===== src/pll_clk_consts.svh =====
// Register offsets, field positions, reset values and loop constants for the clock block
`ifndef PLL_CLK_CONSTS_SVH
`define PLL_CLK_CONSTS_SVH

// ----------------------------------------------------------------
// Register indexes (byte address is four times the index)
// ----------------------------------------------------------------
`define IDX_PIX_PRESCALE 8'h00
`define IDX_PIX_FEEDBACK 8'h01
`define IDX_PIX_POSTSCALE 8'h02
`define IDX_MEM_PRESCALE 8'h03
`define IDX_MEM_FEEDBACK 8'h04
`define IDX_MEM_POSTSCALE 8'h05
`define IDX_LOOP_PRESCALE 8'h06
`define IDX_LOOP_FEEDBACK 8'h07
`define IDX_LOOP_POSTSCALE 8'h08
`define IDX_STATUS 8'h0A
`define IDX_MEMCLK_LOOPCLK_CTRL 8'h39

// ----------------------------------------------------------------
// Fields
// ----------------------------------------------------------------
`define DIV_VALUE_MSB 5
`define EXP_MSB 1
`define Q_SEL_MSB 2
`define MCLK_DOT_BIT 3
`define RCLK_PIXEL_BIT 4
`define CTRL_MSB 4

// ----------------------------------------------------------------
// Divider arithmetic and reset values
// ----------------------------------------------------------------
`define PRESCALE_BASE 7'h41
`define FEEDBACK_MULT 4'h8
`define RST_PRESCALE 8'h80
`define RST_FEEDBACK 8'h00
`define RST_POSTSCALE 8'hF0
`define RST_CTRL 8'h00
`define RST_STEP 16'h0800

`endif


===== src/pll_clk_pkg.sv =====
// Types and shared arithmetic for the clock synthesizer block
package pll_clk_pkg;

  `include "pll_clk_consts.svh"

  // ----------------------------------------------------------------
  // Divider settings of one synthesizer
  // ----------------------------------------------------------------
  typedef struct packed {
    logic [7:0] prescale;
    logic [7:0] feedback;
    logic [7:0] postscale;
  } synth_cfg_t;

  typedef enum logic [1:0] {
    PIX_SYNTH,
    MEM_SYNTH,
    LOOP_SYNTH
  } synth_id_t;

  // Prescaler ratio: base minus the six-bit divider value
  function automatic logic [6:0] prescale_ratio(input logic [7:0] reg_value);
    prescale_ratio = `PRESCALE_BASE - {1'b0, reg_value[`DIV_VALUE_MSB:0]};
  endfunction : prescale_ratio

endpackage : pll_clk_pkg


===== src/edge_divider.sv =====
// Programmable divider of a one-cycle tick stream
`timescale 1ns/1ps
`default_nettype none

module edge_divider #(
  parameter int W = 10
) (
  // Clock and control
  input wire logic clk_i,
  input wire logic rst_i,
  input wire logic ce_i,
  // Tick stream
  input wire logic tick_i,
  input wire logic [W-1:0] ratio_i,
  output logic tick_o
);

  initial begin
    if (W < 1) $error("edge_divider: W must be at least 1");
  end

  logic [W-1:0] count;

  // ----------------------------------------------------------------
  // Counter: one output tick per ratio input ticks
  // ----------------------------------------------------------------
  always_ff @(posedge clk_i) begin
    if (rst_i) begin
      count <= '0;
      tick_o <= 1'b0;
    end else if (ce_i) begin
      tick_o <= 1'b0;
      if (tick_i) begin
        if (count + W'(1) >= ratio_i) begin
          count <= '0;
          tick_o <= 1'b1;
        end else begin
          count <= count + W'(1);
        end
      end
    end
  end

endmodule : edge_divider

`default_nettype wire


===== src/pll_divider_clock_select.sv =====
// Register file, three synthesizers and output clock selection
//
// Design decision made here: the Wishbone register port.
`timescale 1ns/1ps
`default_nettype none
`include "pll_clk_consts.svh"

// Behaviour
// - Loop synthesizer locks to the returned loop clock, aligned with the dot clock.
// - Phase detector compares rising edges after both prescalers.
// - Loop first post-scaler divides by 1, 2, 4 or 8.
// - Loop second post-scaler divides by 2 to 16 in steps of two.
// - Extra loop divide selector sits in bits 2..0 of index 0x39.
// - Divider values use low six bits; exponent uses low two bits.
// - Oscillator runs at eight times reference scaled by feedback over prescale.
// - Pixel and memory synthesizers have only the power-of-two post-scaler.
// - Selector routes loop or pixel output to returned-clock pin.
// - Selector routes memory synthesizer or dot clock to memory clock pin.
module pll_divider_clock_select
  import pll_clk_pkg::*;
#(
  parameter int STEP_W = 16
) (
  // Clock, reset and enable
  input wire logic clk_i,
  input wire logic rst_i,
  input wire logic ce_i,
  // Wishbone slave
  input wire logic cyc_i,
  input wire logic stb_i,
  input wire logic we_i,
  input wire logic [9:0] adr_i,
  input wire logic [3:0] sel_i,
  input wire logic [31:0] dat_i,
  output logic [31:0] dat_o,
  output logic ack_o,
  // Clock pins
  input wire logic ref_clk_i,
  input wire logic returned_loop_clock_i,
  output logic rclk_o,
  output logic mclk_o,
  output logic dot_clk_o
);

  initial begin
    if (STEP_W < 8 || STEP_W > 24) $error("pll_divider_clock_select: STEP_W out of range");
  end

  synth_cfg_t cfg [3];
  logic [7:0] ctrl;
  logic [2:0] ref_sync;
  logic [2:0] loop_sync;
  logic ref_tick;
  logic loop_tick;
  logic pix_tick;
  logic mem_tick;
  logic lp_tick;
  logic [STEP_W-1:0] pix_step;
  logic [STEP_W-1:0] mem_step;
  logic [STEP_W-1:0] loop_step;
  logic dot_lead;
  logic aligned;
  logic [7:0] idx;
  logic wr_en;
  logic rd_en;
  logic [31:0] next_dat;

  // Pin source changeover: follow, finish the old high phase, wait low for the new source
  typedef enum logic [1:0] {SW_RUN, SW_PARK, SW_WAIT} switch_state_t;

  switch_state_t rclk_state;
  switch_state_t mclk_state;
  logic rclk_from_pix;
  logic mclk_from_dot;
  logic rclk_src_tick;
  logic mclk_src_tick;

  assign idx = adr_i[9:2];
  assign wr_en = cyc_i && stb_i && we_i && sel_i[0] && !ack_o;
  assign rd_en = cyc_i && stb_i && !we_i && !ack_o;

  // ----------------------------------------------------------------
  // Pin synchronisers and rising-edge detection
  // ----------------------------------------------------------------
  always_ff @(posedge clk_i) begin
    if (rst_i) begin
      ref_sync <= 3'h0;
      loop_sync <= 3'h0;
    end else if (ce_i) begin
      ref_sync <= {ref_sync[1:0], ref_clk_i};
      loop_sync <= {loop_sync[1:0], returned_loop_clock_i};
    end
  end

  assign ref_tick = ref_sync[1] && !ref_sync[2];
  assign loop_tick = loop_sync[1] && !loop_sync[2];

  // ----------------------------------------------------------------
  // Register writes
  // ----------------------------------------------------------------
  always_ff @(posedge clk_i) begin
    if (rst_i) begin
      for (int i = 0; i < 3; i++) begin
        cfg[i] <= '{`RST_PRESCALE, `RST_FEEDBACK, `RST_POSTSCALE};
      end
    end else if (ce_i && wr_en) begin
      case (idx)
        `IDX_PIX_PRESCALE: cfg[PIX_SYNTH].prescale <= dat_i[7:0];
        `IDX_PIX_FEEDBACK: cfg[PIX_SYNTH].feedback <= dat_i[7:0];
        `IDX_PIX_POSTSCALE: cfg[PIX_SYNTH].postscale <= dat_i[7:0];
        `IDX_MEM_PRESCALE: cfg[MEM_SYNTH].prescale <= dat_i[7:0];
        `IDX_MEM_FEEDBACK: cfg[MEM_SYNTH].feedback <= dat_i[7:0];
        `IDX_MEM_POSTSCALE: cfg[MEM_SYNTH].postscale <= dat_i[7:0];
        `IDX_LOOP_PRESCALE: cfg[LOOP_SYNTH].prescale <= dat_i[7:0];
        `IDX_LOOP_FEEDBACK: cfg[LOOP_SYNTH].feedback <= dat_i[7:0];
        `IDX_LOOP_POSTSCALE: cfg[LOOP_SYNTH].postscale <= dat_i[7:0];
        default: ;
      endcase
    end
  end

  always_ff @(posedge clk_i) begin
    if (rst_i) begin
      ctrl <= `RST_CTRL;
    end else if (ce_i && wr_en && idx == `IDX_MEMCLK_LOOPCLK_CTRL) begin
      ctrl <= {3'b000, dat_i[`CTRL_MSB:0]};
    end
  end

  // ----------------------------------------------------------------
  // Register reads and acknowledge
  // ----------------------------------------------------------------
  always_comb begin
    next_dat = 32'h0000_0000;
    case (idx)
      `IDX_PIX_PRESCALE: next_dat[7:0] = cfg[PIX_SYNTH].prescale;
      `IDX_PIX_FEEDBACK: next_dat[7:0] = cfg[PIX_SYNTH].feedback;
      `IDX_PIX_POSTSCALE: next_dat[7:0] = cfg[PIX_SYNTH].postscale;
      `IDX_MEM_PRESCALE: next_dat[7:0] = cfg[MEM_SYNTH].prescale;
      `IDX_MEM_FEEDBACK: next_dat[7:0] = cfg[MEM_SYNTH].feedback;
      `IDX_MEM_POSTSCALE: next_dat[7:0] = cfg[MEM_SYNTH].postscale;
      `IDX_LOOP_PRESCALE: next_dat[7:0] = cfg[LOOP_SYNTH].prescale;
      `IDX_LOOP_FEEDBACK: next_dat[7:0] = cfg[LOOP_SYNTH].feedback;
      `IDX_LOOP_POSTSCALE: next_dat[7:0] = cfg[LOOP_SYNTH].postscale;
      `IDX_MEMCLK_LOOPCLK_CTRL: next_dat[7:0] = ctrl;
      `IDX_STATUS: next_dat = {8'h00, loop_step[STEP_W-1 -: 8], 13'h0000, aligned, mclk_o, rclk_o};
      default: next_dat = 32'h0000_0000;
    endcase
  end

  always_ff @(posedge clk_i) begin
    if (rst_i) begin
      ack_o <= 1'b0;
      dat_o <= 32'h0000_0000;
    end else if (ce_i) begin
      ack_o <= cyc_i && stb_i && !ack_o;
      dat_o <= rd_en ? next_dat : 32'h0000_0000;
    end
  end

  // ----------------------------------------------------------------
  // Synthesizers
  // ----------------------------------------------------------------
  pll_synth #(.HAS_Q(1'b0), .STEP_W(STEP_W)) u_pix (
    .clk_i(clk_i),
    .rst_i(rst_i),
    .ce_i(ce_i),
    .ref_tick_i(ref_tick),
    .cfg_i(cfg[PIX_SYNTH]),
    .q_sel_i(3'h0),
    .out_tick_o(pix_tick),
    .step_o(pix_step)
  );

  pll_synth #(.HAS_Q(1'b0), .STEP_W(STEP_W)) u_mem (
    .clk_i(clk_i),
    .rst_i(rst_i),
    .ce_i(ce_i),
    .ref_tick_i(ref_tick),
    .cfg_i(cfg[MEM_SYNTH]),
    .q_sel_i(3'h0),
    .out_tick_o(mem_tick),
    .step_o(mem_step)
  );

  // Loop synthesizer references the clock returned by the controller
  pll_synth #(.HAS_Q(1'b1), .STEP_W(STEP_W)) u_loop (
    .clk_i(clk_i),
    .rst_i(rst_i),
    .ce_i(ce_i),
    .ref_tick_i(loop_tick),
    .cfg_i(cfg[LOOP_SYNTH]),
    .q_sel_i(ctrl[`Q_SEL_MSB:0]),
    .out_tick_o(lp_tick),
    .step_o(loop_step)
  );

  // ----------------------------------------------------------------
  // Alignment of the returned clock with the dot clock
  // ----------------------------------------------------------------
  always_ff @(posedge clk_i) begin
    if (rst_i) begin
      dot_lead <= 1'b0;
      aligned <= 1'b0;
    end else if (ce_i) begin
      if (pix_tick && !loop_tick) begin
        dot_lead <= 1'b1;
      end else if (loop_tick) begin
        dot_lead <= 1'b0;
      end
      if (loop_tick) begin
        aligned <= pix_tick || dot_lead;
      end
    end
  end

  // ----------------------------------------------------------------
  // Source changeover for the returned-clock and memory clock pins
  // ----------------------------------------------------------------
  // A pin changes source only while low and with no tick pending, then stays
  // low until the new source ticks once; no phase is shorter than half a
  // period of either source. A new source that never ticks leaves the pin low; an old one that stops while high leaves it high.
  assign rclk_src_tick = rclk_from_pix ? pix_tick : lp_tick;
  assign mclk_src_tick = mclk_from_dot ? pix_tick : mem_tick;

  always_ff @(posedge clk_i) begin
    if (rst_i) begin
      rclk_state <= SW_RUN;
      rclk_from_pix <= 1'b0;
    end else if (ce_i) begin
      case (rclk_state)
        SW_RUN: begin
          if (ctrl[`RCLK_PIXEL_BIT] != rclk_from_pix) begin
            rclk_state <= SW_PARK;
          end
        end
        SW_PARK: begin
          if (!rclk_o && !rclk_src_tick) begin
            rclk_from_pix <= ctrl[`RCLK_PIXEL_BIT];
            rclk_state <= SW_WAIT;
          end
        end
        SW_WAIT: begin
          if (rclk_src_tick) begin
            rclk_state <= SW_RUN;
          end
        end
        default: rclk_state <= SW_RUN;
      endcase
    end
  end

  always_ff @(posedge clk_i) begin
    if (rst_i) begin
      mclk_state <= SW_RUN;
      mclk_from_dot <= 1'b0;
    end else if (ce_i) begin
      case (mclk_state)
        SW_RUN: begin
          if (ctrl[`MCLK_DOT_BIT] != mclk_from_dot) begin
            mclk_state <= SW_PARK;
          end
        end
        SW_PARK: begin
          if (!mclk_o && !mclk_src_tick) begin
            mclk_from_dot <= ctrl[`MCLK_DOT_BIT];
            mclk_state <= SW_WAIT;
          end
        end
        SW_WAIT: begin
          if (mclk_src_tick) begin
            mclk_state <= SW_RUN;
          end
        end
        default: mclk_state <= SW_RUN;
      endcase
    end
  end

  // ----------------------------------------------------------------
  // Output clocks; each toggles only on its selected source edge
  // ----------------------------------------------------------------
  always_ff @(posedge clk_i) begin
    if (rst_i) begin
      dot_clk_o <= 1'b0;
    end else if (ce_i && pix_tick) begin
      dot_clk_o <= !dot_clk_o;
    end
  end

  always_ff @(posedge clk_i) begin
    if (rst_i) begin
      rclk_o <= 1'b0;
    end else if (ce_i && rclk_state != SW_WAIT && rclk_src_tick) begin
      rclk_o <= !rclk_o;
    end
  end

  always_ff @(posedge clk_i) begin
    if (rst_i) begin
      mclk_o <= 1'b0;
    end else if (ce_i && mclk_state != SW_WAIT && mclk_src_tick) begin
      mclk_o <= !mclk_o;
    end
  end

endmodule : pll_divider_clock_select

`default_nettype wire


===== src/pll_synth.sv =====
// One clock synthesizer: prescalers, phase detector, oscillator and post-scalers
`timescale 1ns/1ps
`default_nettype none
`include "pll_clk_consts.svh"

module pll_synth
  import pll_clk_pkg::*;
#(
  parameter bit HAS_Q = 1'b0,
  parameter int STEP_W = 16
) (
  // Clock and control
  input wire logic clk_i,
  input wire logic rst_i,
  input wire logic ce_i,
  // Reference and settings
  input wire logic ref_tick_i,
  input wire synth_cfg_t cfg_i,
  input wire logic [2:0] q_sel_i,
  // Results
  output logic out_tick_o,
  output logic [STEP_W-1:0] step_o
);

  initial begin
    if (STEP_W < 8) $error("pll_synth: STEP_W below 8");
  end

  logic ref_div_tick;
  logic fb_div_tick;
  logic osc_tick;
  logic post_tick;
  logic q_tick;
  logic [STEP_W-1:0] phase;
  logic [STEP_W:0] next_phase;
  logic [9:0] fb_ratio;
  logic [3:0] post_ratio;
  logic [4:0] q_ratio;

  assign fb_ratio = `FEEDBACK_MULT * {3'b000, prescale_ratio(cfg_i.feedback)};
  assign post_ratio = 4'(1) << cfg_i.postscale[`EXP_MSB:0];
  assign q_ratio = {1'b0, q_sel_i, 1'b0} + 5'h02;
  assign next_phase = {1'b0, phase} + {1'b0, step_o};

  // ----------------------------------------------------------------
  // Prescalers ahead of the phase detector
  // ----------------------------------------------------------------
  edge_divider #(.W(10)) u_ref_pre (
    .clk_i(clk_i),
    .rst_i(rst_i),
    .ce_i(ce_i),
    .tick_i(ref_tick_i),
    .ratio_i({3'b000, prescale_ratio(cfg_i.prescale)}),
    .tick_o(ref_div_tick)
  );

  edge_divider #(.W(10)) u_fb_pre (
    .clk_i(clk_i),
    .rst_i(rst_i),
    .ce_i(ce_i),
    .tick_i(osc_tick),
    .ratio_i(fb_ratio),
    .tick_o(fb_div_tick)
  );

  // ----------------------------------------------------------------
  // Phase detector steering the oscillator step
  // ----------------------------------------------------------------
  always_ff @(posedge clk_i) begin
    if (rst_i) begin
      step_o <= STEP_W'(`RST_STEP);
    end else if (ce_i && (ref_div_tick != fb_div_tick)) begin
      if (ref_div_tick && step_o != '1) begin
        step_o <= step_o + STEP_W'(1);
      end else if (fb_div_tick && step_o > STEP_W'(1)) begin
        step_o <= step_o - STEP_W'(1);
      end
    end
  end

  // ----------------------------------------------------------------
  // Oscillator: phase accumulator, carry is one oscillator edge
  // ----------------------------------------------------------------
  always_ff @(posedge clk_i) begin
    if (rst_i) begin
      phase <= '0;
      osc_tick <= 1'b0;
    end else if (ce_i) begin
      phase <= next_phase[STEP_W-1:0];
      osc_tick <= next_phase[STEP_W];
    end
  end

  // ----------------------------------------------------------------
  // Post-scalers
  // ----------------------------------------------------------------
  edge_divider #(.W(4)) u_post (
    .clk_i(clk_i),
    .rst_i(rst_i),
    .ce_i(ce_i),
    .tick_i(osc_tick),
    .ratio_i(post_ratio),
    .tick_o(post_tick)
  );

  edge_divider #(.W(5)) u_q (
    .clk_i(clk_i),
    .rst_i(rst_i),
    .ce_i(ce_i),
    .tick_i(post_tick),
    .ratio_i(q_ratio),
    .tick_o(q_tick)
  );

  assign out_tick_o = HAS_Q ? q_tick : post_tick;

endmodule : pll_synth

`default_nettype wire


===== config.mk =====
export PLATFORM = sky130hd
export DESIGN_NAME = pll_divider_clock_select
export DESIGN_NICKNAME = d
export VERILOG_FILES = /design/src/pll_clk_pkg.sv /design/src/edge_divider.sv /design/src/pll_divider_clock_select.sv /design/src/pll_synth.sv
export VERILOG_INCLUDE_DIRS = /design/src
export SDC_FILE = /design/constraint.sdc
export NUM_CORES = 1
export LEC_CHECK = 0
export ABC_CLOCK_PERIOD_IN_PS = 3650
export BUFFER_PORTS_ARGS = -buffer_cell sky130_fd_sc_hd__buf_2
export CORE_MARGIN = 2
export CORE_UTILIZATION = 60
export CTS_BUF_LIST = sky130_fd_sc_hd__clkbuf_16
export DETAILED_ROUTE_END_ITERATION = 10
export PLACE_DENSITY = 0.78
export SYNTH_ARGS = -nofsm -noshare
export SYNTH_HDL_FRONTEND = slang
export SYNTH_SLANG_ARGS = --single-unit

===== constraint.sdc =====
create_clock -name clk_i -period 3.65 [get_ports clk_i]
set_input_delay 0.1825 -clock clk_i [delete_from_list [all_inputs] [get_ports clk_i]]
set_output_delay 0.1825 -clock clk_i [all_outputs]
set_load 0.01 [all_outputs]

==> reports/metrics.cfg <==
[sta]
grt_setup_unrepaired=no
setup_viol=0
worst_slew_pin_slew_ns=1.11
finalCriticalPeriod_ns=3.00
finalSetupTns_ns=0
slew_headroom_pct=26.0
clock_skew_ns=0.0184
hold_viol_final=0
maxSlewViolCount=0
finalCritPeriodShare_pct=82.3
worst_hold_slack_ns=0.0153
worst_slack_ns=0.648
fmaxAchievable_mhz=333

[worst_setup_path]
max_stage_delay_ns=0.85
cp.required_ns=4.10
start_kind=flip-flop
path_cells=ha_1, nand3_1, or2_2, nor2_1, xor2_1, ha_1, a211o_1, a211oi_1, nor4_2, a22o_1
cp_max_fo=11
endpoint_kind=flip-flop
critPathKind=flip-flop to flip-flop
timing.critical_path.mode_cell=ha_1
slowest_stage=nor4_2
cp.arrival_ns=3.45

[job]
cap_violations=0

[synth]
async_flop_share_pct=0
synthFlopType=dfxtp_1
ys_warn_count=0
syn_inst=2074
synth_area_leaders=dfxtp_1 25%, edfxtp_1 12%, ha_1 9.2%
ys_types=95
ys_ff_latch=297
synth_edf_count=72
syn-cell-area_um2=18300
synthTopCellsByCount=252 x nor2_1, 225 x dfxtp_1, 174 x nand2_1
synth_top_cell_by_area=dfxtp_1
ys_seq_area_share_pct=36.5
syn_avg_cell_area_um2=8.81
synth_top_area_share_pct=24.6
synth_most_common_cell=nor2_1

[grt]
grt_pass1_wl_um=71200
antenna_found_initial=1
grt.overflow.total=0
grt_pass1_vias=14743
grt_max_degree=94
gr-usage-all-layers_pct=27.3

[clocking]
cts_buffers=35
tritoncts=built
cts.sinks=297
htreeDepth=2
insertion_delay_ns=0.52
clk_pin_slew_ns=0.06
clockRootBuffer=clkbuf_16
cts_buffer_depth=3

[run_status]
outcome=finished clean

[drt]
finalWirelength_um=43500
vias=15517
ant_nets=0
drc=0
first_pass_iters=6
vias_per_cell=6.18
wire_per_inst_um=17.3
drtIter0Drc=1226

[floorplan]
fp.dieW_um=179
coreArea_um2=29800
start_util_pct=61.3
io_pins=90
dieArea_um2=31900
die_h_um=179
rows=63

[finish]
area_growth_pct=8.69
fillers=2398
final_nets=2286
drive_above_1_share_pct=8.40
finalCoreUtilization_pct=66.7

[pwr]
p_per_area_nw_per_um2=360
power_mw=7.14
p_leak_nw=8.10
vdd_drop_max_mv=0.323

[place]
pre_cts_slack_ns=0.670
dp_hpwl_um=30900
port_buffers=44
finalWeightedCongestion=0.935

[worst_hold_path]
hp-class=input pin to flip-flop

registers in the layout, summed over array words and instances, names as in the netlist, 5 cells and up:
register / flops
u_loop.step_o: 16
u_pix.step_o: 16
ctrl: 5
u_pix.phase: 16
dat_o: 16
u_mem.u_ref_pre.count: 10
u_mem.phase: 16
u_loop.phase: 16
u_pix.u_ref_pre.count: 10
u_mem.u_fb_pre.count: 10
cfg: 72
u_loop.u_fb_pre.count: 10
u_loop.u_ref_pre.count: 10
u_pix.u_fb_pre.count: 10
u_loop.u_q.count: 5
u_mem.step_o: 16
per-layer routing:
metal	vias up	track usage, %	wire length, um
met4	0	10.5	1560
met1	7311	34.7	18700
met2	534	46.7	20500
met3	110	3.90	2730
met5	-	0	0
li1	7562	-	-
layout by cell type, fill, tap and decap left out, types with 32 or more instances in the layout:
cell         n
dfxtp_1    225
nand2_1    174
buf_2       42
a21o_1      40
or3_1       32
inv_1       53
a21oi_1    106
o21ai_0     93
clkbuf_16   37
nand3_1     77
mux2i_1     46
xnor2_1     89
nand4_1     32
edfxtp_1    72
nor3_1      50
nor2_1     251
xor2_1      66
ha_1       135
critical path: cells and delay by family, from the launching register on:
kind | cells | cell delay, ns
and+or+nand+nor | 4 | 1.49
AOI/OAI and AO/OA | 3 | 0.43
xor gates and xnor gates | 1 | 0.09
DFF | 1 | 0.41
adders and majority gates | 2 | 0.54
through the flow:
| stage | cells | area [um2] |
|---|---|---|
| 6_report | 2510 | 19900 |
| 5_1_grt | 2510 | 19900 |
| 4_1_cts | 2509 | 19900 |
| 3_5_place_dp | 2440 | 18700 |
| 3_3_place_gp | 2440 | 18700 |
| 2_1_floorplan | 2089 | 18300 |
kinds of logic (layout without fill, tap and decap cells):
group,count (synthesis),after routing,synth area share [%]
simple gates,815,815,22.0
fa+ha+maj,138,138,9.57
xor+xnor,155,155,7.43
mux,70,70,4.18
compound gates,452,452,16.8
flops,297,297,36.5
other cells,1,17,0.0205
buf+inv,146,176,3.51
power by group:
group          switching, mW  internal [mW]
Clock                   1.37           1.96
Combinational          0.248          0.129
Sequential            0.0312           3.40
Total                   1.65           5.49
final timing paths:
check                                 from                       end  slack, ns  depth (start not counted)
hold reg to reg   u_mem.u_ref_pre.count[9]  u_mem.u_ref_pre.count[9]       0.46                          2
setup / recovery   u_mem.u_fb_pre.count[0]     u_mem.u_fb_pre.tick_o       0.65                         10
hold / removal                    dat_i[7]                 cfg[2][7]       0.02                          3
setup reg to reg   u_mem.u_fb_pre.count[0]     u_mem.u_fb_pre.tick_o       0.65                         10
area by class of cell:
cell class | count | area (um2) | area share (%)
tap | 390 | 488 | 2.46
sequential | 297 | 6670 | 33.6
inverter | 48 | 180 | 0.907
antenna | 1 | 2.50 | 0.0126
clock buffer | 37 | 926 | 4.66
multi-input combinational | 1646 | 11000 | 55.5
clock inverter | 25 | 160 | 0.806
timing repair buffer | 66 | 408 | 2.05
timing repair:
action | 4_1_cts | 5_1_grt
setup buffers | 0 | 0
endpoints found under the setup margin | 0 | 0
gates resized for setup | 0 | 0
hold buffers | 7 | 0
hold endpoints to repair | 9 | 0
(Power assumes the default switching activity.)
